**src/hbp_pkg.sv**
```systemverilog
// constants, field positions and types of the port b line control block
//
// Summary of operation
// - speed bit one means low speed
// - reset bit held drives se0 continuously
// - resume bit held drives k continuously
// - resume clear ends k, sends ls eop
// - frame enable sends frame start every 1 ms
// - frame start skipped during reset or resume
// - frame number counts every 1 ms while frame enable is set, skipped or not
// - se0 for 2.5 us sets detach flag
// - dp low dm high 2.5 us sets flag
// - dp high dm low 2.5 us sets flag
// - detection flags sticky until software clears
// - flag with enable requests detect interrupt
// - line differing from expected sets active flag
// - active flag with enable: hold release, interrupt
// - latch bits 7:6 read live pins
// - read-modify-write reads stored latch contents
// - pins readable whatever the direction
// - direction one: latch bit drives pin
// - attach: se0 expected, j sets flags
// - detach: j expected, se0 sets flags
package hbp_pkg;
  // clock rate and timing figures
  localparam int unsigned CLK_MHZ        = 125;
  localparam int unsigned DET_TIME_NS    = 2500;
  localparam int unsigned DET_CYCLES     = (DET_TIME_NS * CLK_MHZ + 999) / 1000;
  localparam int unsigned FRAME_TIME_US  = 1000;
  localparam int unsigned FRAME_CYCLES   = FRAME_TIME_US * CLK_MHZ;
  localparam int unsigned EOP_SE0_NS     = 1330;
  localparam int unsigned EOP_SE0_CYCLES = (EOP_SE0_NS * CLK_MHZ + 999) / 1000;
  localparam int unsigned EOP_J_NS       = 667;
  localparam int unsigned EOP_J_CYCLES   = (EOP_J_NS * CLK_MHZ + 999) / 1000;
  localparam logic [7:0]  EOP_SE0_LAST   = 8'(EOP_SE0_CYCLES - 1);
  localparam logic [7:0]  EOP_J_LAST     = 8'(EOP_J_CYCLES - 1);
  // register indices and byte addresses
  localparam int unsigned ADDR_W       = 18;
  localparam logic [15:0] IDX_LATCH    = 16'hfe48;
  localparam logic [15:0] IDX_DIR      = 16'hfe49;
  localparam logic [15:0] IDX_TEST     = 16'hfec6;
  localparam logic [15:0] IDX_LINE     = 16'hfec7;
  localparam logic [15:0] IDX_EVENT    = 16'hfec8;
  localparam logic [15:0] IDX_FRAME_LO = 16'hfeca;
  localparam logic [15:0] IDX_FRAME_HI = 16'hfecb;
  localparam logic [15:0] IDX_ACTIVE   = 16'hfecc;
  localparam logic [17:0] A_LATCH      = {IDX_LATCH, 2'b00};
  localparam logic [17:0] A_DIR        = {IDX_DIR, 2'b00};
  localparam logic [17:0] A_TEST       = {IDX_TEST, 2'b00};
  localparam logic [17:0] A_LINE       = {IDX_LINE, 2'b00};
  localparam logic [17:0] A_EVENT      = {IDX_EVENT, 2'b00};
  localparam logic [17:0] A_FRAME_LO   = {IDX_FRAME_LO, 2'b00};
  localparam logic [17:0] A_FRAME_HI   = {IDX_FRAME_HI, 2'b00};
  localparam logic [17:0] A_ACTIVE     = {IDX_ACTIVE, 2'b00};
  // field positions
  localparam int unsigned LC_SPEED  = 3;
  localparam int unsigned LC_RESET  = 2;
  localparam int unsigned LC_RESUME = 1;
  localparam int unsigned LC_SOF    = 0;
  localparam int unsigned EV_DET_F  = 7;
  localparam int unsigned EV_FSR_F  = 5;
  localparam int unsigned EV_FSA_F  = 3;
  localparam int unsigned BA_FLAG   = 3;
  localparam int unsigned BA_EN     = 2;
  localparam int unsigned PIN_DP    = 7;
  localparam int unsigned PIN_DM    = 6;
  localparam int unsigned FL_DET    = 2;
  localparam int unsigned FL_FSR    = 1;
  localparam int unsigned FL_FSA    = 0;
  // reset values
  localparam logic [7:0]  RST_BYTE  = 8'h00;
  localparam logic [3:0]  RST_LINE  = 4'h0;
  localparam logic [3:0]  LINE_HIGH = 4'hf;
  localparam logic [15:0] RST_FRAME = 16'h0000;
  // expected line state codes and line patterns {dp, dm}
  localparam logic [1:0]  ST_SE0 = 2'b00;
  localparam logic [1:0]  ST_J   = 2'b10;
  localparam logic [1:0]  ST_K   = 2'b01;
  // host line driver states
  typedef enum logic [2:0] {
    DRV_IDLE, DRV_RESET, DRV_RESUME, DRV_EOP_SE0, DRV_EOP_J
  } hbp_drive_e;
endpackage

```
**src/hbp_line_if.sv**
```systemverilog
// synchronised port b line levels shared between the block's modules
`timescale 1ns/1ps
`default_nettype none
interface hbp_line_if;
  logic dp;  // d+ after two flops
  logic dm;  // d- after two flops
  modport src  (output dp, output dm);
  modport sink (input dp, input dm);
endinterface
`default_nettype wire

```
**src/hbp_line_sync.sv**
```systemverilog
// two-flop synchroniser for the d+ and d- pins
`timescale 1ns/1ps
`default_nettype none
module hbp_line_sync (
  input  wire logic  clk_i,
  input  wire logic  reset_n_i,
  input  wire logic  ce_i,
  input  wire logic  dplus_pin_i,
  input  wire logic  dminus_pin_i,
  hbp_line_if.src    line
);
  logic [1:0] meta;  // first stage, read only by the second

  // both stages move only while the clock enable is high
  always_ff @(posedge clk_i or negedge reset_n_i) begin
    if (!reset_n_i) begin
      meta    <= 2'b00;
      line.dp <= 1'b0;
      line.dm <= 1'b0;
    end else if (ce_i) begin
      meta    <= {dplus_pin_i, dminus_pin_i};
      line.dp <= meta[1];
      line.dm <= meta[0];
    end
  end
endmodule
`default_nettype wire

```
**src/hbp_persist_det.sv**
```systemverilog
// persistence detector: line pattern held for a number of cycles
`timescale 1ns/1ps
`default_nettype none
module hbp_persist_det #(
  parameter int unsigned CYCLES = 313,
  parameter logic [1:0]  MATCH  = 2'b00
) (
  input  wire logic  clk_i,
  input  wire logic  reset_n_i,
  input  wire logic  ce_i,
  hbp_line_if.sink   line,
  output logic       held_o
);
  localparam int unsigned CW    = $clog2(CYCLES + 1);
  localparam logic [CW-1:0] LIM = CW'(CYCLES);
  logic [CW-1:0] count;  // cycles the pattern has held
  logic          match;  // pattern present now

  assign match  = ({line.dp, line.dm} == MATCH);
  assign held_o = (count == LIM);

  // count while the pattern holds, restart on any change
  always_ff @(posedge clk_i or negedge reset_n_i) begin
    if (!reset_n_i) begin
      count <= '0;
    end else if (ce_i) begin
      if (!match) begin
        count <= '0;
      end else if (count != LIM) begin
        count <= count + 1'b1;
      end
    end
  end
endmodule
`default_nettype wire

```
**src/hbp_port_ctrl.sv**
```systemverilog
// port b line control: apb registers, line driver, frame timer, detectors
//
// The implementer's own choice: the APB slave port.
`timescale 1ns/1ps
`default_nettype none
module hbp_port_ctrl #(
  parameter int unsigned FRAME_COUNT = hbp_pkg::FRAME_CYCLES,
  parameter int unsigned DET_COUNT   = hbp_pkg::DET_CYCLES
) (
  input  wire logic                       clk_i,
  input  wire logic                       reset_n_i,
  input  wire logic                       ce_i,
  input  wire logic                       psel_i,
  input  wire logic                       penable_i,
  input  wire logic                       pwrite_i,
  input  wire logic [hbp_pkg::ADDR_W-1:0] paddr_i,
  input  wire logic [31:0]                pwdata_i,
  input  wire logic [3:0]                 pstrb_i,
  output logic      [31:0]                prdata_o,
  output logic                            pready_o,
  output logic                            pslverr_o,
  input  wire logic                       rmw_access_i,
  input  wire logic                       dplus_pin_i,
  input  wire logic                       dminus_pin_i,
  output logic                            dplus_o,
  output logic                            dplus_oe_o,
  output logic                            dminus_o,
  output logic                            dminus_oe_o,
  output logic                            low_speed_o,
  output logic                            sof_strobe_o,
  output logic      [15:0]                frame_number_o,
  output logic                            irq_detect_o,
  output logic                            irq_bus_active_o,
  output logic                            hold_release_o
);
  import hbp_pkg::*;

  localparam int unsigned FW = $clog2(FRAME_COUNT);
  localparam logic [FW-1:0] FRAME_LAST = FW'(FRAME_COUNT - 1);

  // synchronised line levels
  hbp_line_if line ();

  // register state
  logic [7:0]  latch;      // port data latch
  logic [7:0]  dir;        // port direction
  logic [7:0]  test_data;  // host test data
  logic [3:0]  lc;         // speed, reset, resume, frame enable
  logic [2:0]  ev_flag;    // detach, fs resume, fs attach flags
  logic [2:0]  ev_en;      // matching enables
  logic [1:0]  exp_state;  // expected line state
  logic [15:0] frame_num;  // frame number pair
  logic        ba_flag;    // bus active flag
  logic        ba_en;      // bus active enable

  // next values and helpers
  logic [2:0]  next_ev_flag;
  logic        next_ba_flag;
  logic [7:0]  rd_val;
  logic        rd_hit;
  logic [1:0]  obs_state;
  logic [2:0]  det_hit;
  logic        setup;
  logic        wr_go;
  logic [FW-1:0] frame_cnt;
  logic        frame_tick;
  hbp_drive_e  state;
  hbp_drive_e  next_state;
  logic [7:0]  eop_cnt;
  logic        host_en;
  logic        host_dp;
  logic        host_dm;

  // pin synchroniser
  hbp_line_sync u_sync (
    .clk_i        (clk_i),
    .reset_n_i    (reset_n_i),
    .ce_i         (ce_i),
    .dplus_pin_i  (dplus_pin_i),
    .dminus_pin_i (dminus_pin_i),
    .line         (line)
  );

  // se0 persistence
  hbp_persist_det #(.CYCLES(DET_COUNT), .MATCH(2'b00)) u_det_se0 (
    .clk_i     (clk_i),
    .reset_n_i (reset_n_i),
    .ce_i      (ce_i),
    .line      (line),
    .held_o    (det_hit[FL_DET])
  );

  // d+ low, d- high persistence
  hbp_persist_det #(.CYCLES(DET_COUNT), .MATCH(2'b01)) u_det_fsr (
    .clk_i     (clk_i),
    .reset_n_i (reset_n_i),
    .ce_i      (ce_i),
    .line      (line),
    .held_o    (det_hit[FL_FSR])
  );

  // d+ high, d- low persistence
  hbp_persist_det #(.CYCLES(DET_COUNT), .MATCH(2'b10)) u_det_fsa (
    .clk_i     (clk_i),
    .reset_n_i (reset_n_i),
    .ce_i      (ce_i),
    .line      (line),
    .held_o    (det_hit[FL_FSA])
  );

  // apb phases; registers sit in byte lane 0
  assign setup = psel_i && !penable_i;
  assign wr_go = psel_i && penable_i && pwrite_i && pstrb_i[0];

  // read mux and address decode
  always_comb begin
    rd_val = 8'h00;
    rd_hit = 1'b1;
    unique case (paddr_i)
      A_LATCH: begin
        if (rmw_access_i) begin
          rd_val = latch;
        end else begin
          rd_val = {line.dp, line.dm, latch[5:0]};
        end
      end
      A_DIR:      rd_val = dir;
      A_TEST:     rd_val = test_data;
      A_LINE:     rd_val = {LINE_HIGH, lc};
      A_EVENT: begin
        rd_val = {ev_flag[FL_DET], ev_en[FL_DET], ev_flag[FL_FSR],
                  ev_en[FL_FSR], ev_flag[FL_FSA], ev_en[FL_FSA], exp_state};
      end
      A_FRAME_LO: rd_val = frame_num[7:0];
      A_FRAME_HI: rd_val = frame_num[15:8];
      A_ACTIVE:   rd_val = {4'h0, ba_flag, ba_en, 2'b00};
      default:    rd_hit = 1'b0;  // unmapped answers with an error
    endcase
  end

  // bus answers: data and error caught in setup, zero wait states
  always_ff @(posedge clk_i or negedge reset_n_i) begin
    if (!reset_n_i) begin
      prdata_o  <= 32'h0000_0000;
      pslverr_o <= 1'b0;
      pready_o  <= 1'b0;
    end else if (ce_i) begin
      pready_o <= 1'b1;
      if (setup) begin
        prdata_o  <= {24'h00_0000, rd_val};
        pslverr_o <= !rd_hit;
      end
    end
  end

  // plain software registers
  always_ff @(posedge clk_i or negedge reset_n_i) begin
    if (!reset_n_i) begin
      latch     <= RST_BYTE;
      dir       <= RST_BYTE;
      test_data <= RST_BYTE;
      lc        <= RST_LINE;
      ev_en     <= 3'b000;
      exp_state <= ST_SE0;
      ba_en     <= 1'b0;
    end else if (ce_i && wr_go) begin
      if (paddr_i == A_LATCH) begin
        latch <= pwdata_i[7:0];
      end
      if (paddr_i == A_DIR) begin
        dir <= pwdata_i[7:0];
      end
      if (paddr_i == A_TEST) begin
        test_data <= pwdata_i[7:0];
      end
      if (paddr_i == A_LINE) begin
        lc <= pwdata_i[3:0];
      end
      if (paddr_i == A_EVENT) begin
        ev_en     <= {pwdata_i[EV_DET_F-1], pwdata_i[EV_FSR_F-1],
                      pwdata_i[EV_FSA_F-1]};
        exp_state <= pwdata_i[1:0];
      end
      if (paddr_i == A_ACTIVE) begin
        ba_en <= pwdata_i[BA_EN];
      end
    end
  end

  // observed state in the expected-field coding; low speed swaps j and k
  assign obs_state = lc[LC_SPEED] ? {line.dm, line.dp} : {line.dp, line.dm};

  // flag updates: write zero clears, a detection in the same cycle wins
  always_comb begin
    next_ev_flag = ev_flag;
    next_ba_flag = ba_flag;
    if (wr_go && paddr_i == A_EVENT) begin
      next_ev_flag = ev_flag & {pwdata_i[EV_DET_F], pwdata_i[EV_FSR_F],
                                pwdata_i[EV_FSA_F]};
    end
    if (wr_go && paddr_i == A_ACTIVE) begin
      next_ba_flag = ba_flag & pwdata_i[BA_FLAG];
    end
    next_ev_flag = next_ev_flag | det_hit;
    if (obs_state != exp_state) begin
      next_ba_flag = 1'b1;
    end
  end

  // flag registers
  always_ff @(posedge clk_i or negedge reset_n_i) begin
    if (!reset_n_i) begin
      ev_flag <= 3'b000;
      ba_flag <= 1'b0;
    end else if (ce_i) begin
      ev_flag <= next_ev_flag;
      ba_flag <= next_ba_flag;
    end
  end

  // interrupt and hold release requests
  always_ff @(posedge clk_i or negedge reset_n_i) begin
    if (!reset_n_i) begin
      irq_detect_o     <= 1'b0;
      irq_bus_active_o <= 1'b0;
      hold_release_o   <= 1'b0;
    end else if (ce_i) begin
      irq_detect_o     <= |(ev_flag & ev_en);
      irq_bus_active_o <= ba_flag && ba_en;
      hold_release_o   <= ba_flag && ba_en;
    end
  end

  // frame timer runs only while frame starts are enabled
  assign frame_tick = lc[LC_SOF] && (frame_cnt == FRAME_LAST);

  always_ff @(posedge clk_i or negedge reset_n_i) begin
    if (!reset_n_i) begin
      frame_cnt <= '0;
    end else if (ce_i) begin
      if (!lc[LC_SOF] || frame_tick) begin
        frame_cnt <= '0;
      end else begin
        frame_cnt <= frame_cnt + 1'b1;
      end
    end
  end

  // frame number: software write wins over the count
  always_ff @(posedge clk_i or negedge reset_n_i) begin
    if (!reset_n_i) begin
      frame_num <= RST_FRAME;
    end else if (ce_i) begin
      if (wr_go && paddr_i == A_FRAME_LO) begin
        frame_num[7:0] <= pwdata_i[7:0];
      end else if (wr_go && paddr_i == A_FRAME_HI) begin
        frame_num[15:8] <= pwdata_i[7:0];
      end else if (frame_tick) begin
        frame_num <= frame_num + 16'h0001;
      end
    end
  end

  // line driver sequence
  always_comb begin
    next_state = state;
    unique case (state)
      DRV_IDLE: begin
        if (lc[LC_RESET]) begin
          next_state = DRV_RESET;
        end else if (lc[LC_RESUME]) begin
          next_state = DRV_RESUME;
        end
      end
      DRV_RESET: begin
        if (!lc[LC_RESET]) begin
          next_state = DRV_IDLE;
        end
      end
      DRV_RESUME: begin
        if (lc[LC_RESET]) begin
          next_state = DRV_RESET;
        end else if (!lc[LC_RESUME]) begin
          next_state = DRV_EOP_SE0;
        end
      end
      DRV_EOP_SE0: begin
        if (lc[LC_RESET]) begin
          next_state = DRV_RESET;
        end else if (eop_cnt == EOP_SE0_LAST) begin
          next_state = DRV_EOP_J;
        end
      end
      DRV_EOP_J: begin
        if (lc[LC_RESET]) begin
          next_state = DRV_RESET;
        end else if (eop_cnt == EOP_J_LAST) begin
          next_state = DRV_IDLE;
        end
      end
    endcase
  end

  // state and eop timing counter, restarted on each change of state
  always_ff @(posedge clk_i or negedge reset_n_i) begin
    if (!reset_n_i) begin
      state   <= DRV_IDLE;
      eop_cnt <= 8'h00;
    end else if (ce_i) begin
      state <= next_state;
      if (next_state != state) begin
        eop_cnt <= 8'h00;
      end else begin
        eop_cnt <= eop_cnt + 8'h01;
      end
    end
  end

  // host levels per state; k depends on speed, eop j always drives d- high
  always_comb begin
    host_en = 1'b1;
    host_dp = 1'b0;
    host_dm = 1'b0;
    unique case (state)
      DRV_IDLE:    host_en = 1'b0;
      DRV_RESET:   host_en = 1'b1;
      DRV_RESUME: begin
        host_dp = lc[LC_SPEED];
        host_dm = !lc[LC_SPEED];
      end
      DRV_EOP_SE0: host_en = 1'b1;
      DRV_EOP_J:   host_dm = 1'b1;
    endcase
  end

  // pin drivers: direction one overrides with the latch bit
  always_ff @(posedge clk_i or negedge reset_n_i) begin
    if (!reset_n_i) begin
      dplus_o     <= 1'b0;
      dplus_oe_o  <= 1'b0;
      dminus_o    <= 1'b0;
      dminus_oe_o <= 1'b0;
    end else if (ce_i) begin
      dplus_oe_o  <= dir[PIN_DP] || host_en;
      dminus_oe_o <= dir[PIN_DM] || host_en;
      dplus_o     <= dir[PIN_DP] ? latch[PIN_DP] : host_dp;
      dminus_o    <= dir[PIN_DM] ? latch[PIN_DM] : host_dm;
    end
  end

  // frame start strobe, speed and frame number outputs
  always_ff @(posedge clk_i or negedge reset_n_i) begin
    if (!reset_n_i) begin
      sof_strobe_o   <= 1'b0;
      low_speed_o    <= 1'b0;
      frame_number_o <= RST_FRAME;
    end else if (ce_i) begin
      sof_strobe_o   <= frame_tick && (state == DRV_IDLE);
      low_speed_o    <= lc[LC_SPEED];
      frame_number_o <= frame_num;
    end
  end
endmodule
`default_nettype wire

```
**config.mk**
```make
export PLATFORM = sky130hd
export DESIGN_NAME = hbp_port_ctrl
export DESIGN_NICKNAME = d
export VERILOG_FILES = /design/src/hbp_pkg.sv /design/src/hbp_line_if.sv /design/src/hbp_line_sync.sv /design/src/hbp_persist_det.sv /design/src/hbp_port_ctrl.sv
export SDC_FILE = /design/constraint.sdc
export NUM_CORES = 1
export LEC_CHECK = 0
export BUFFER_PORTS_ARGS = -buffer_cell sky130_fd_sc_hd__clkbuf_2
export CORE_ASPECT_RATIO = 1.75
export CORE_UTILIZATION = 52
export CTS_CLUSTER_DIAMETER = 150
export CTS_CLUSTER_SIZE = 28
export DETAILED_ROUTE_END_ITERATION = 12
export GPL_TIMING_DRIVEN = 0
export HOLD_SLACK_MARGIN = 0.12
export PLACE_DENSITY = 0.78
export SYNTH_ARGS = -nofsm -noshare
export SYNTH_HDL_FRONTEND = slang
export SYNTH_SLANG_ARGS = --single-unit
```
**constraint.sdc**
```tcl
create_clock -name clk_i -period 2.65 [get_ports clk_i]
set_clock_uncertainty 0.2 [all_clocks]
set_input_delay 0.3975 -clock clk_i [delete_from_list [all_inputs] [get_ports clk_i]]
set_output_delay 0.3975 -clock clk_i [all_outputs]
set_load 0.05 [all_outputs]
```
==> results.md, run 1 <==
- Crit Path Class: flip-flop to flip-flop
- Total number of yosys warnings: 0
- Max Buffers Root-to-Sink: 2
- Final critical-path required period: 2.70 ns
- Weighted congestion at the end of routability-driven global placement: 0.946
- Post-synthesis instance total: 823
- Number of enable flip-flop cells after synthesis: 0
- Worst path setup slack after routing: -0.0515 ns
- Cts bufs inserted: 17
- Total power density per cell area: 572 mW/mm^2
- Slew at the pin closest to its max-slew limit: 0.944 ns
- Area occupied by multi-input gates: 0.00420 mm^2
- P_leak: 4.27 nW
- Failing checks: setup timing
- Final setup violation count: 9
- Cell area after layout: around 0.0096 mm^2
- RSZ-0062 raised after global routing: yes
- Starting density of the core: 0.538
- Maximum capacitance violations: 0
- Post-synthesis area per instance: 9.79 um^2
- Worst hold-check slack: 0.170 ns
- Average vias per placed instance: 6.37
- Number of antenna violations at the first check in global routing: 0
- Post-route fraction of the period consumed by the critical path: 1.02
- Top-Level Pins: 122
- Most used cells in the layout excluding fill and tap cells: 147 x dfrtp_1, 68 x clkbuf_2, 64 x nor2_1
- Combined flip-flop and latch cell area: 0.00368 mm^2
- Wirelength per Cell: roughly 20 um
- Share of the core filled with cells: 0.640
- Dpl cell area: approximately 0.0087 mm^2
- Final hold violation count: 0
- Clk_lat worst skew: 0.42 ns
- DR pass1 iterations: 8
- Most used DFF post-synth: dfrtp_1
- Overall die area: ~0.016 mm^2
- Pwr Total: 5.49 mW
- Core Area: 0.0150 mm^2
- CTS tree: done
- Required time at the worst-slack endpoint: 2.76 ns
- Final-report max-slew violation count: 0
- Library cell used as clock root buffer: clkbuf_16
- Post-layout net count: 1020
- First-pass GRT wire length: ~36000 um
- Port Buffers: 68
- Die height: 167 um
- Maximum number of pins on one net before global-route repair: between 80 and 90
- Fraction of final layout cells with drive strength greater than 1: 0.232
- Number of synthesized register bits: around 150
- CTS clk-pin slew, worst paths: about 0.06 ns
- Setup crit end kind: flip-flop
- Floorplan die width: 96.1 um
- Number of fill cells in the layout: between 1000 and 1500
- Classification of the worst-slack hold path: input port to flip-flop
- Post-synthesis instance area: a little over 0.008 mm^2
- Critical path data arrival time: 2.81 ns
- Layout area overhead: 19.1%
- Total overflow reported by the global router: 0
- HPWL after detailed placement: 15600 um
- Clock Sinks: 147
- Setup crit start kind: flip-flop
- H-tree depth reported by CTS: 4
- Number of antenna diodes: 0
- FFs w/ async S/R, synth: 1.00
- First-iteration detailed-routing DRC count: approximately 620
- Non-filler cells in the finished layout: 1141
- Aggregate global-route resource usage: 0.295
- Outcome: finished, violations left
- Number of global-route vias before repair: 7009
- Count of unresolved DRC violations after routing: 0
- Worst Path Max Fanout: 4
- Via count: 7268
- Count of cell types in the netlist: 72
- Maximum frequency from static timing analysis: about 0.37 GHz
- Post-synthesis sequential area ratio: 0.457
- Site row count: 59
- Headroom to the max-slew limit: 0.365
- Total length of routed wires: approximately 23000 um
- Number of nets with antenna violations after routing: 0
- Most common cell after layout, fill and taps aside: dfrtp_1
- Largest vdd supply drop: 0.454 mV
- Inst Count DP: 1098
what timing repair did:
item | CTS | global route
buffers inserted | 6 | 4
pin swaps | 4 | 20
hold buffers | 3 | 0
resized for setup | 9 | 25
setup endpoints to repair | 38 | 49
hold endpoints to repair | 69 | 0
cells in the mapped netlist (11+ instances only):
| cell | n | area, um^2 |
|---|---|---|
| dfrtp_1 | 147 | 3680 |
| nor2_1 | 67 | 251 |
| nand2_1 | 60 | 225 |
| mux2_2 | 55 | 619 |
| o21ai_0 | 51 | 255 |
| nand3_1 | 48 | 240 |
| clkbuf_1 | 32 | 120 |
| nand4_1 | 26 | 163 |
| buf_4 | 25 | 188 |
| inv_1 | 25 | 93.8 |
| and3_1 | 24 | 150 |
| a21oi_1 | 21 | 105 |
| xnor2_1 | 16 | 140 |
| mux2i_1 | 15 | 150 |
| nor3_1 | 14 | 70.1 |
| a22o_1 | 13 | 114 |
| xor2_1 | 12 | 105 |
| nand2b_1 | 11 | 68.8 |
| o211ai_1 | 11 | 82.6 |
per-layer routing:
| metal | up-vias | track usage | part of all wire |
|---|---|---|---|
| met2 | 384 | 0.481 | 0.50 |
| met4 | 0 | 0.228 | 0.076 |
| li1 | 3228 | - | - |
| met3 | 142 | 0.0658 | 0.069 |
| met1 | 3514 | 0.324 | 0.36 |
| met5 | - | 0 | 0 |
final timing paths:
path / startpoint / depth (start not counted) / endpoint / slack (ns)
worst max-delay path: frame_cnt[9] / 5 / frame_num[1] / -0.05
worst min-delay path: pwdata_i[1] / 2 / dir[1] / 0.17
worst max register to register: frame_cnt[9] / 5 / frame_num[1] / -0.05
worst min register to register: pready_o / 1 / pready_o / 0.27
max in group asynchronous: reset_n_i / 3 / frame_num[1] / 1.13
min in group asynchronous: reset_n_i / 2 / eop_cnt[5] / 0.32
final cells by class:
cell class	instances	share of cell area
Tap cell	183	0.0239
Buffer	63	0.0350
Timing Repair Buffer	82	0.0523
Clock buffer	22	0.0494
Inverter	25	0.00978
Clock inverter	8	0.00822
Multi-Input combinational cell	611	0.438
Sequential cell	147	0.384
where the power goes:
group | switching (mW) | internal (mW) | total [mW]
Sequential | 0.101 | 2.32 | 2.43
Combinational | 0.516 | 0.245 | 0.761
Clock | 0.944 | 1.36 | 2.30
Total | 1.56 | 3.93 | 5.49
logic make-up (layout without fill, tap and decap cells):
logic type,Yosys count,count (layout),synth area share
other,1,24,0.000466
AO/OA/AOI/OAI,171,171,0.147
buffers and inverters,88,200,0.0528
multiplexers,71,71,0.0969
XOR/XNOR,28,28,0.0304
AND/OR/NAND/NOR,307,307,0.200
flip-flops,147,147,0.457
adder cells (fa/ha/maj),10,10,0.0155
registers in the layout (all words and copies together), names as in the netlist, 9 cells and up:
signal,flops
frame_cnt,17
frame_num,16
frame_number_o,16
u_det_fsa.count,9
u_det_fsr.count,9
u_det_se0.count,9
critical path, cell delays in order, from the launching register on:
cell	delay, ns
dfrtp_1	0.41
or4_4	0.56
or4_4	0.60
a211oi_4	0.28
o21a_4	0.22
mux2_4	0.31
stage by stage:
| stage | setup TNS (ns) | worst slack [ns] |
|---|---|---|
| 2_1_floorplan | -0.0475 | -0.0475 |
| 3_3_place_gp | -241.62 | -1.50 |
| 3_5_place_dp | -26.27 | -0.566 |
| 4_1_cts | -0.617 | -0.0561 |
| 5_1_grt | -0.712 | -0.0934 |
| 6_report | -0.218 | -0.0515 |
Power figures use the tool's default switching activity.
==> run 2, diff against run 1 <==
- PLACE_DENSITY: 0.78 -> 0.86
==> run 2 against run 1 <==
Effect of this change:
- the run still ends with setup timing left
- register-to-register slack better by 0.04 ns
- design area is 0.27% lower
- worst setup slack better by 0.038 ns
- non-clock buffer count is the same
- hold slack lost 0.039 ns
- first-iteration DRC count is 14% higher
- fmax increased by 1.4%
- critical path type unchanged
- total power is 2.9% higher
- sequential power about the same
- count of clock-buffer cells in the layout fell by 5
==> results.md, run 2 (synthesis results as in run 1) <==
- Outcome: finished, violations left
- Failing checks: setup timing
- Switching portion of total power: 0.294 (+0.00947)
- Number of antenna diodes: 0 (unchanged)
- CP startpoint: frame_cnt[6]
- Total length of routed wires: 22400 um (-0.43%)
- Final setup violation count: 2 (-7)
- Clock share of power: 0.434 (+0.015)
- Aggregate global-route resource usage: 0.294 (-0.00170)
- Internal: 3.98 mW (+1.5%)
- Required time at the worst-slack endpoint: 2.81 ns (+0.05 ns)
- Crit path largest cell delay: 0.61 ns (about the same)
- Cts bufs inserted: 17 (unchanged)
- Post-layout net count: 1020 (unchanged)
- Largest registers ranked by flip-flop count: frame_cnt (17), frame_num (16), frame_number_o (16)
- Share of the core filled with cells: 0.638 (-0.00175)
- Launching point of the worst reg2reg path: frame_cnt[6]
- Slew at the pin closest to its max-slew limit: 0.958 ns (+0.0146 ns)
- Total overflow reported by the global router: 0 (unchanged)
- Post-route fraction of the period consumed by the critical path: 1.00 (-0.0145)
- First-iteration detailed-routing DRC count: 712 (+14%)
- Fraction of final layout cells with drive strength greater than 1: 0.227 (-0.00465)
- Inst Count DP: 1098 (unchanged)
- Maximum capacitance violations: 0 (unchanged)
- Total net switching power: 1.66 mW (+6.3%)
- Max Buffers Root-to-Sink: 2 (unchanged)
- Via count: 7278 (+0.14%)
- DR pass1 iterations: 6 (-2)
- Clk_lat worst skew: 0.43 ns (about the same)
- Worst hold path startpoint: pwdata_i[6]
- Sequence of cells on the critical path: or4b_4 -> or4_4 -> a211o_1 -> buf_6 -> or3_1 -> nand3_1
- Critical path data arrival time: 2.83 ns (+0.02 ns)
- CTS tree: done
- P_leak: 4.25 nW (-0.44%)
- Worst Path Max Fanout: 4 (unchanged)
- Worst reg2reg path depth: 6 (+1)
- Setup crit end kind: flip-flop
- Starting density of the core: 0.538 (unchanged)
- Number of nets with antenna violations after routing: 0 (unchanged)
- Non-filler cells in the finished layout: 1143 (+0.18%)
- Layout area overhead: 18.7%
- Maximum number of pins on one net before global-route repair: 77 (-4.9%)
- Clock Sinks: 147 (unchanged)
- Wirelength per Cell: 19.6 um (-0.61%)
- Floorplan die width: 96.1 um (unchanged)
- Max FFs per register: 17 (unchanged)
- Worst hold-check slack: 0.132 ns (-0.0385 ns)
- Final critical-path required period: 2.66 ns (-0.0383 ns)
- Maximum frequency from static timing analysis: 0.375 GHz (+1.4%)
- Total power density per cell area: 590 mW/mm^2 (+3.1%)
- Core Area: 0.0150 mm^2 (unchanged)
- Port Buffers: 68 (unchanged)
- CP max stage cell: or4_4
- First-pass GRT wire length: 35700 um (about the same)
- Top-Level Pins: 122 (unchanged)
- H-tree depth reported by CTS: 4 (unchanged)
- Count of unresolved DRC violations after routing: 0 (unchanged)
- Crit Path Class: flip-flop to flip-flop
- Classification of the worst-slack hold path: input port to flip-flop
- Combinational share of power: 0.135 (-0.004)
- Largest reg by FF count: frame_cnt
- Library cell used as clock root buffer: clkbuf_16
- CTS clk-pin slew, worst paths: 0.07 ns (about the same)
- Headroom to the max-slew limit: 0.356 (-0.00978)
- Number of global-route vias before repair: 7062 (+0.76%)
- Most common cell after layout, fill and taps aside: dfrtp_1
- Most used cells in the layout excluding fill and tap cells: 147 x dfrtp_1, 67 x clkbuf_2, 66 x nor2_1
- Number of antenna violations at the first check in global routing: 0 (unchanged)
- Final-report max-slew violation count: 0 (unchanged)
- Final hold violation count: 0 (unchanged)
- Number of fill cells in the layout: 1194 (-2.4%)
- Worst path setup slack after routing: -0.0132 ns (+0.0383 ns)
- Register share of total power: 0.431 (-0.011)
- RSZ-0062 raised after global routing: yes
- Overall die area: 0.0160 mm^2 (unchanged)
- Site row count: 59 (unchanged)
- Post-Route Setup TNS: -0.0241 ns (+0.194 ns)
- Die height: 167 um (unchanged)
- Cells on Worst Hold Path: 3 (+1)
- Average vias per placed instance: 6.37 (about the same)
- Setup crit start kind: flip-flop
- Largest vdd supply drop: 0.368 mV (-19%)
- HPWL after detailed placement: 15600 um (about the same)
- Weighted congestion at the end of routability-driven global placement: 0.914 (-3.4%)
==> run 2: cell count changes in the layout (fill, tap and decap cells not counted), sizes merged <==
cell and change:
clkbuf -5, inv +4, clkinvlp +2, bufinv +1
==> run 2: through the flow <==
stage	power [mW]	setup WS (ns)	area, um^2
3_3_place_gp	3.16	-1.42	8710
5_1_grt	5.83	-0.0521	9560
3_5_place_dp	3.19	-0.526	8750
4_1_cts	5.63	0.00223	9490
6_report	5.64	-0.0132	9560
2_1_floorplan	2.95	-0.0475	8140
==> run 2: per-layer routing <==
| metal | vias to the layer above | GRT usage | wire length, um |
|---|---|---|---|
| met4 | 0 | 0.231 | 1810 |
| met5 | - | 0 | 0 |
| met3 | 131 | 0.0584 | 1700 |
| met2 | 410 | 0.482 | 11200 |
| li1 | 3222 | - | - |
| met1 | 3515 | 0.320 | 7700 |
==> run 2: worst max-delay path: cells and delay by family, from the launching register on <==
| family | cells | cell delay [ns] |
|---|---|---|
| and+or+nand+nor | 4 | 1.51 |
| DFF | 1 | 0.43 |
| buffers and inverters | 1 | 0.13 |
| AOI/OAI and AO/OA | 1 | 0.33 |
==> run 2: power groups by stage <==
stage / clock (mW) / sequential [mW] / combinational, mW
2_1_floorplan: 0 / 2.47 / 0.487
3_3_place_gp: 0 / 2.46 / 0.703
3_5_place_dp: 0 / 2.46 / 0.729
4_1_cts: 2.46 / 2.42 / 0.746
5_1_grt: 2.56 / 2.44 / 0.829
6_report: 2.45 / 2.43 / 0.764
==> run 2: layout make-up <==
type / instances / area, um^2 / area share
well taps: 183 / 229 / 0.0239
clock inverters: 15 / 174 / 0.0182
multi-input cells: 611 / 4140 / 0.433
repair buffers: 82 / 489 / 0.0512
inverters: 25 / 93.8 / 0.00981
flip-flops and latches: 147 / 3680 / 0.385
clock buffers: 17 / 425 / 0.0445
plain buffers: 63 / 334 / 0.0349
==> run 2: path summary, 6_finish.rpt <==
| check | to | slack (ns) |
|---|---|---|
| max | frame_num[14] | -0.01 |
| min | frame_num[14] | 0.13 |
| min reg2reg | pready_o | 0.27 |
| max reg2reg | frame_num[14] | -0.01 |
| min in group asynchronous | eop_cnt[6] | 0.32 |
| max in group asynchronous | test_data[1] | 1.14 |
==> run 2: what timing repair did <==
item                                   in CTS  in global routing
setup endpoints to repair                  36                 20
setup buffers                               7                  3
hold buffers                                3                  0
endpoints found under the hold margin      73                  0
pin swaps                                   7                  5
gates resized for setup                    11                 11
==> run 3, diff against run 2 <==
- CORE_UTILIZATION: 52 -> 55
- clock period: 2.65 -> 2.7 ns (I/O delays scaled with it)
==> run 3 against run 2 <==
Effect of this change:
- the flow now finishes without violations
- count of clock-buffer cells in the layout unchanged
- total power up 0.31%
- global-route usage increased by 2.2 points
- sequential share of layout area fell by 0.065 points
- die area decreased by 5.4%
- sequential cell count unchanged
- sequential power fell by 2%
- combinational power is 3.7% lower
==> results.md, run 3 (synthesis results as in run 1) <==
- Outcome: completed
- Largest reg by FF count: frame_cnt
- First-iteration detailed-routing DRC count: 655 (-8.0%)
- Post-Route Setup TNS: 0 ns (+0.0241 ns)
- Total length of routed wires: 22600 um (+0.93%)
- DR pass1 iterations: 6 (unchanged)
- RSZ-0062 raised after global routing: yes
- Post-layout net count: 1023 (+0.29%)
- Library cell used as clock root buffer: clkbuf_16
- Largest vdd supply drop: 0.435 mV (+18%)
- Crit path largest cell delay: 0.57 ns (-0.04 ns)
- Layout area overhead: 18.9%
- Number of gates on the worst path with buffers counted: 6 (unchanged)
- Final hold violation count: 0 (unchanged)
- Fraction of final layout cells with drive strength greater than 1: 0.223 (-0.00359)
- Die height: 162 um (-2.7%)
- HPWL after detailed placement: 15400 um (-1.7%)
- Cells on Worst Hold Path: 2 (-1)
- Total overflow reported by the global router: 0 (unchanged)
- CP startpoint: frame_cnt[3]
- Overall die area: 0.0152 mm^2 (-5.4%)
- Number of antenna violations at the first check in global routing: 0 (unchanged)
- Count of unresolved DRC violations after routing: 0 (unchanged)
- Clock Sinks: 147 (unchanged)
- Wirelength per Cell: 19.8 um (+1.0%)
- Setup crit end kind: flip-flop
- Setup crit start kind: flip-flop
- Final setup violation count: 0 (-2)
- First-pass GRT wire length: 36500 um (+2.1%)
- Cts bufs inserted: 17 (unchanged)
- Required time at the worst-slack endpoint: 2.83 ns (+0.02 ns)
- Average vias per placed instance: 6.42 (+0.78%)
- Clk_lat worst skew: 0.43 ns (about the same)
- Share of the core filled with cells: 0.667 (+0.0285)
- Slew at the pin closest to its max-slew limit: 0.914 ns (-0.0443 ns)
- Floorplan die width: 93.5 um (-2.7%)
- Largest registers ranked by flip-flop count: frame_cnt (17), frame_num (16), frame_number_o (16)
- Buf/Inv on CP: 1 (unchanged)
- Headroom to the max-slew limit: 0.385 (+0.0298)
- Cell class contributing the biggest share of worst-path delay: simple AND/OR/NAND/NOR gates
- Via count: 7328 (+0.69%)
- Final-report max-slew violation count: 0 (unchanged)
- Worst setup slack before clock tree synthesis: -0.523 ns (+0.00258 ns)
- Final critical-path required period: 2.67 ns (+0.0112 ns)
- Worst Path Max Fanout: 4 (unchanged)
- Worst reg2reg path depth: 6 (unchanged)
- Number of fill cells in the layout: 1108 (-7.2%)
- Worst path setup slack after routing: 0.0256 ns (+0.0388 ns)
- Sequence of cells on the critical path: or4b_4 -> or4_4 -> buf_6 -> a2111oi_4 -> nand3_1 -> o211ai_1
- Starting density of the core: 0.561 (+0.0231)
- Worst hold path startpoint: pwdata_i[1]
- Max Buffers Root-to-Sink: 2 (unchanged)
- Most used cells in the layout excluding fill and tap cells: 147 x dfrtp_1, 67 x clkbuf_2, 66 x nor2_1
- Number of antenna diodes: 0 (unchanged)
- CTS tree: done
- Core Area: 0.0144 mm^2 (-4.1%)
- CP max stage cell: or4_4
- Number of nets with antenna violations after routing: 0 (unchanged)
- P_leak: 4.28 nW (+0.66%)
- Port Buffers: 68 (unchanged)
- Max FFs per register: 17 (unchanged)
- Maximum capacitance violations: 0 (unchanged)
- Aggregate global-route resource usage: 0.315 (+0.0218)
- H-tree depth reported by CTS: 4 (unchanged)
- Maximum number of pins on one net before global-route repair: 98 (+27%)
- Number of global-route vias before repair: 7335 (+3.9%)
- Crit Path Class: flip-flop to flip-flop
- Weighted congestion at the end of routability-driven global placement: 0.927 (+1.4%)
- Launching point of the worst reg2reg path: frame_cnt[3]
- CTS clk-pin slew, worst paths: 0.07 ns (about the same)
- Top-Level Pins: 122 (unchanged)
- Post-route fraction of the period consumed by the critical path: 0.991 (-0.0145)
- Critical path data arrival time: 2.80 ns (-0.03 ns)
- Total power density per cell area: 591 mW/mm^2 (+0.14%)
- Most common cell after layout, fill and taps aside: dfrtp_1
- Maximum frequency from static timing analysis: 0.374 GHz (-0.42%)
- Site row count: 58 (-1.7%)
- Classification of the worst-slack hold path: input port to flip-flop
run 3: changes by cell type in the layout (fill, tap and decap cells not counted), moves of 2 or more:
cell	change
bufinv_16	+2
o221ai_1	+3
buf_4	+2
inv_8	-2
o21ai_1	+2
o221ai_2	-3
run 3: timing repair:
item	in CTS	in global routing
endpoints found under the hold margin	52	0
pin swaps	3	10
setup buffers	7	6
setup endpoints to repair	38	31
resized for setup	7	10
hold buffers	3	0
gates cloned	0	0
run 3: final cells by class:
class                      instances  area (um^2)  share of cell area
buffer                            63          332              0.0346
clock buffer                      17          425              0.0444
clock inverter                    14          204              0.0213
inverter                          25         93.8             0.00979
multi-input combinational        611         4110               0.429
sequential                       147         3680               0.384
tap                              180          225              0.0235
timing repair buffer              85          515              0.0538
run 3: layer usage:
layer,wire (um),GRT usage
met1,7650,0.344
met2,11600,0.525
met3,1690,0.0646
met4,1750,0.251
met5,0,0
run 3: power breakdown:
group / total [mW] / switching [mW] / internal, mW
clock: 2.54 / 0.985 / 1.56
sequential: 2.38 / 0.103 / 2.28
combinational: 0.736 / 0.498 / 0.238
total: 5.66 / 1.59 / 4.07
run 3: worst paths after layout:
check	endpoint	slack [ns]
setup reg to reg	frame_num[10]	0.03
min in group asynchronous	frame_number_o[4]	0.27
hold reg to reg	pready_o	0.26
max in group asynchronous	eop_cnt[4]	1.17
setup / recovery	frame_num[10]	0.03
hold / removal	dir[1]	0.16
run 3: per-stage QoR:
step           cells  instance area [um^2]  power, mW  hold WS (ns)
3_3_place_gp    1094                  8710       3.10         0.255
6_report        1142                  9580       5.66         0.164
5_1_grt         1142                  9580       5.85         0.150
2_1_floorplan    846                  8140       2.90       -0.0906
3_5_place_dp    1095                  8740       3.13         0.186
4_1_cts         1136                  9500       5.66         0.125
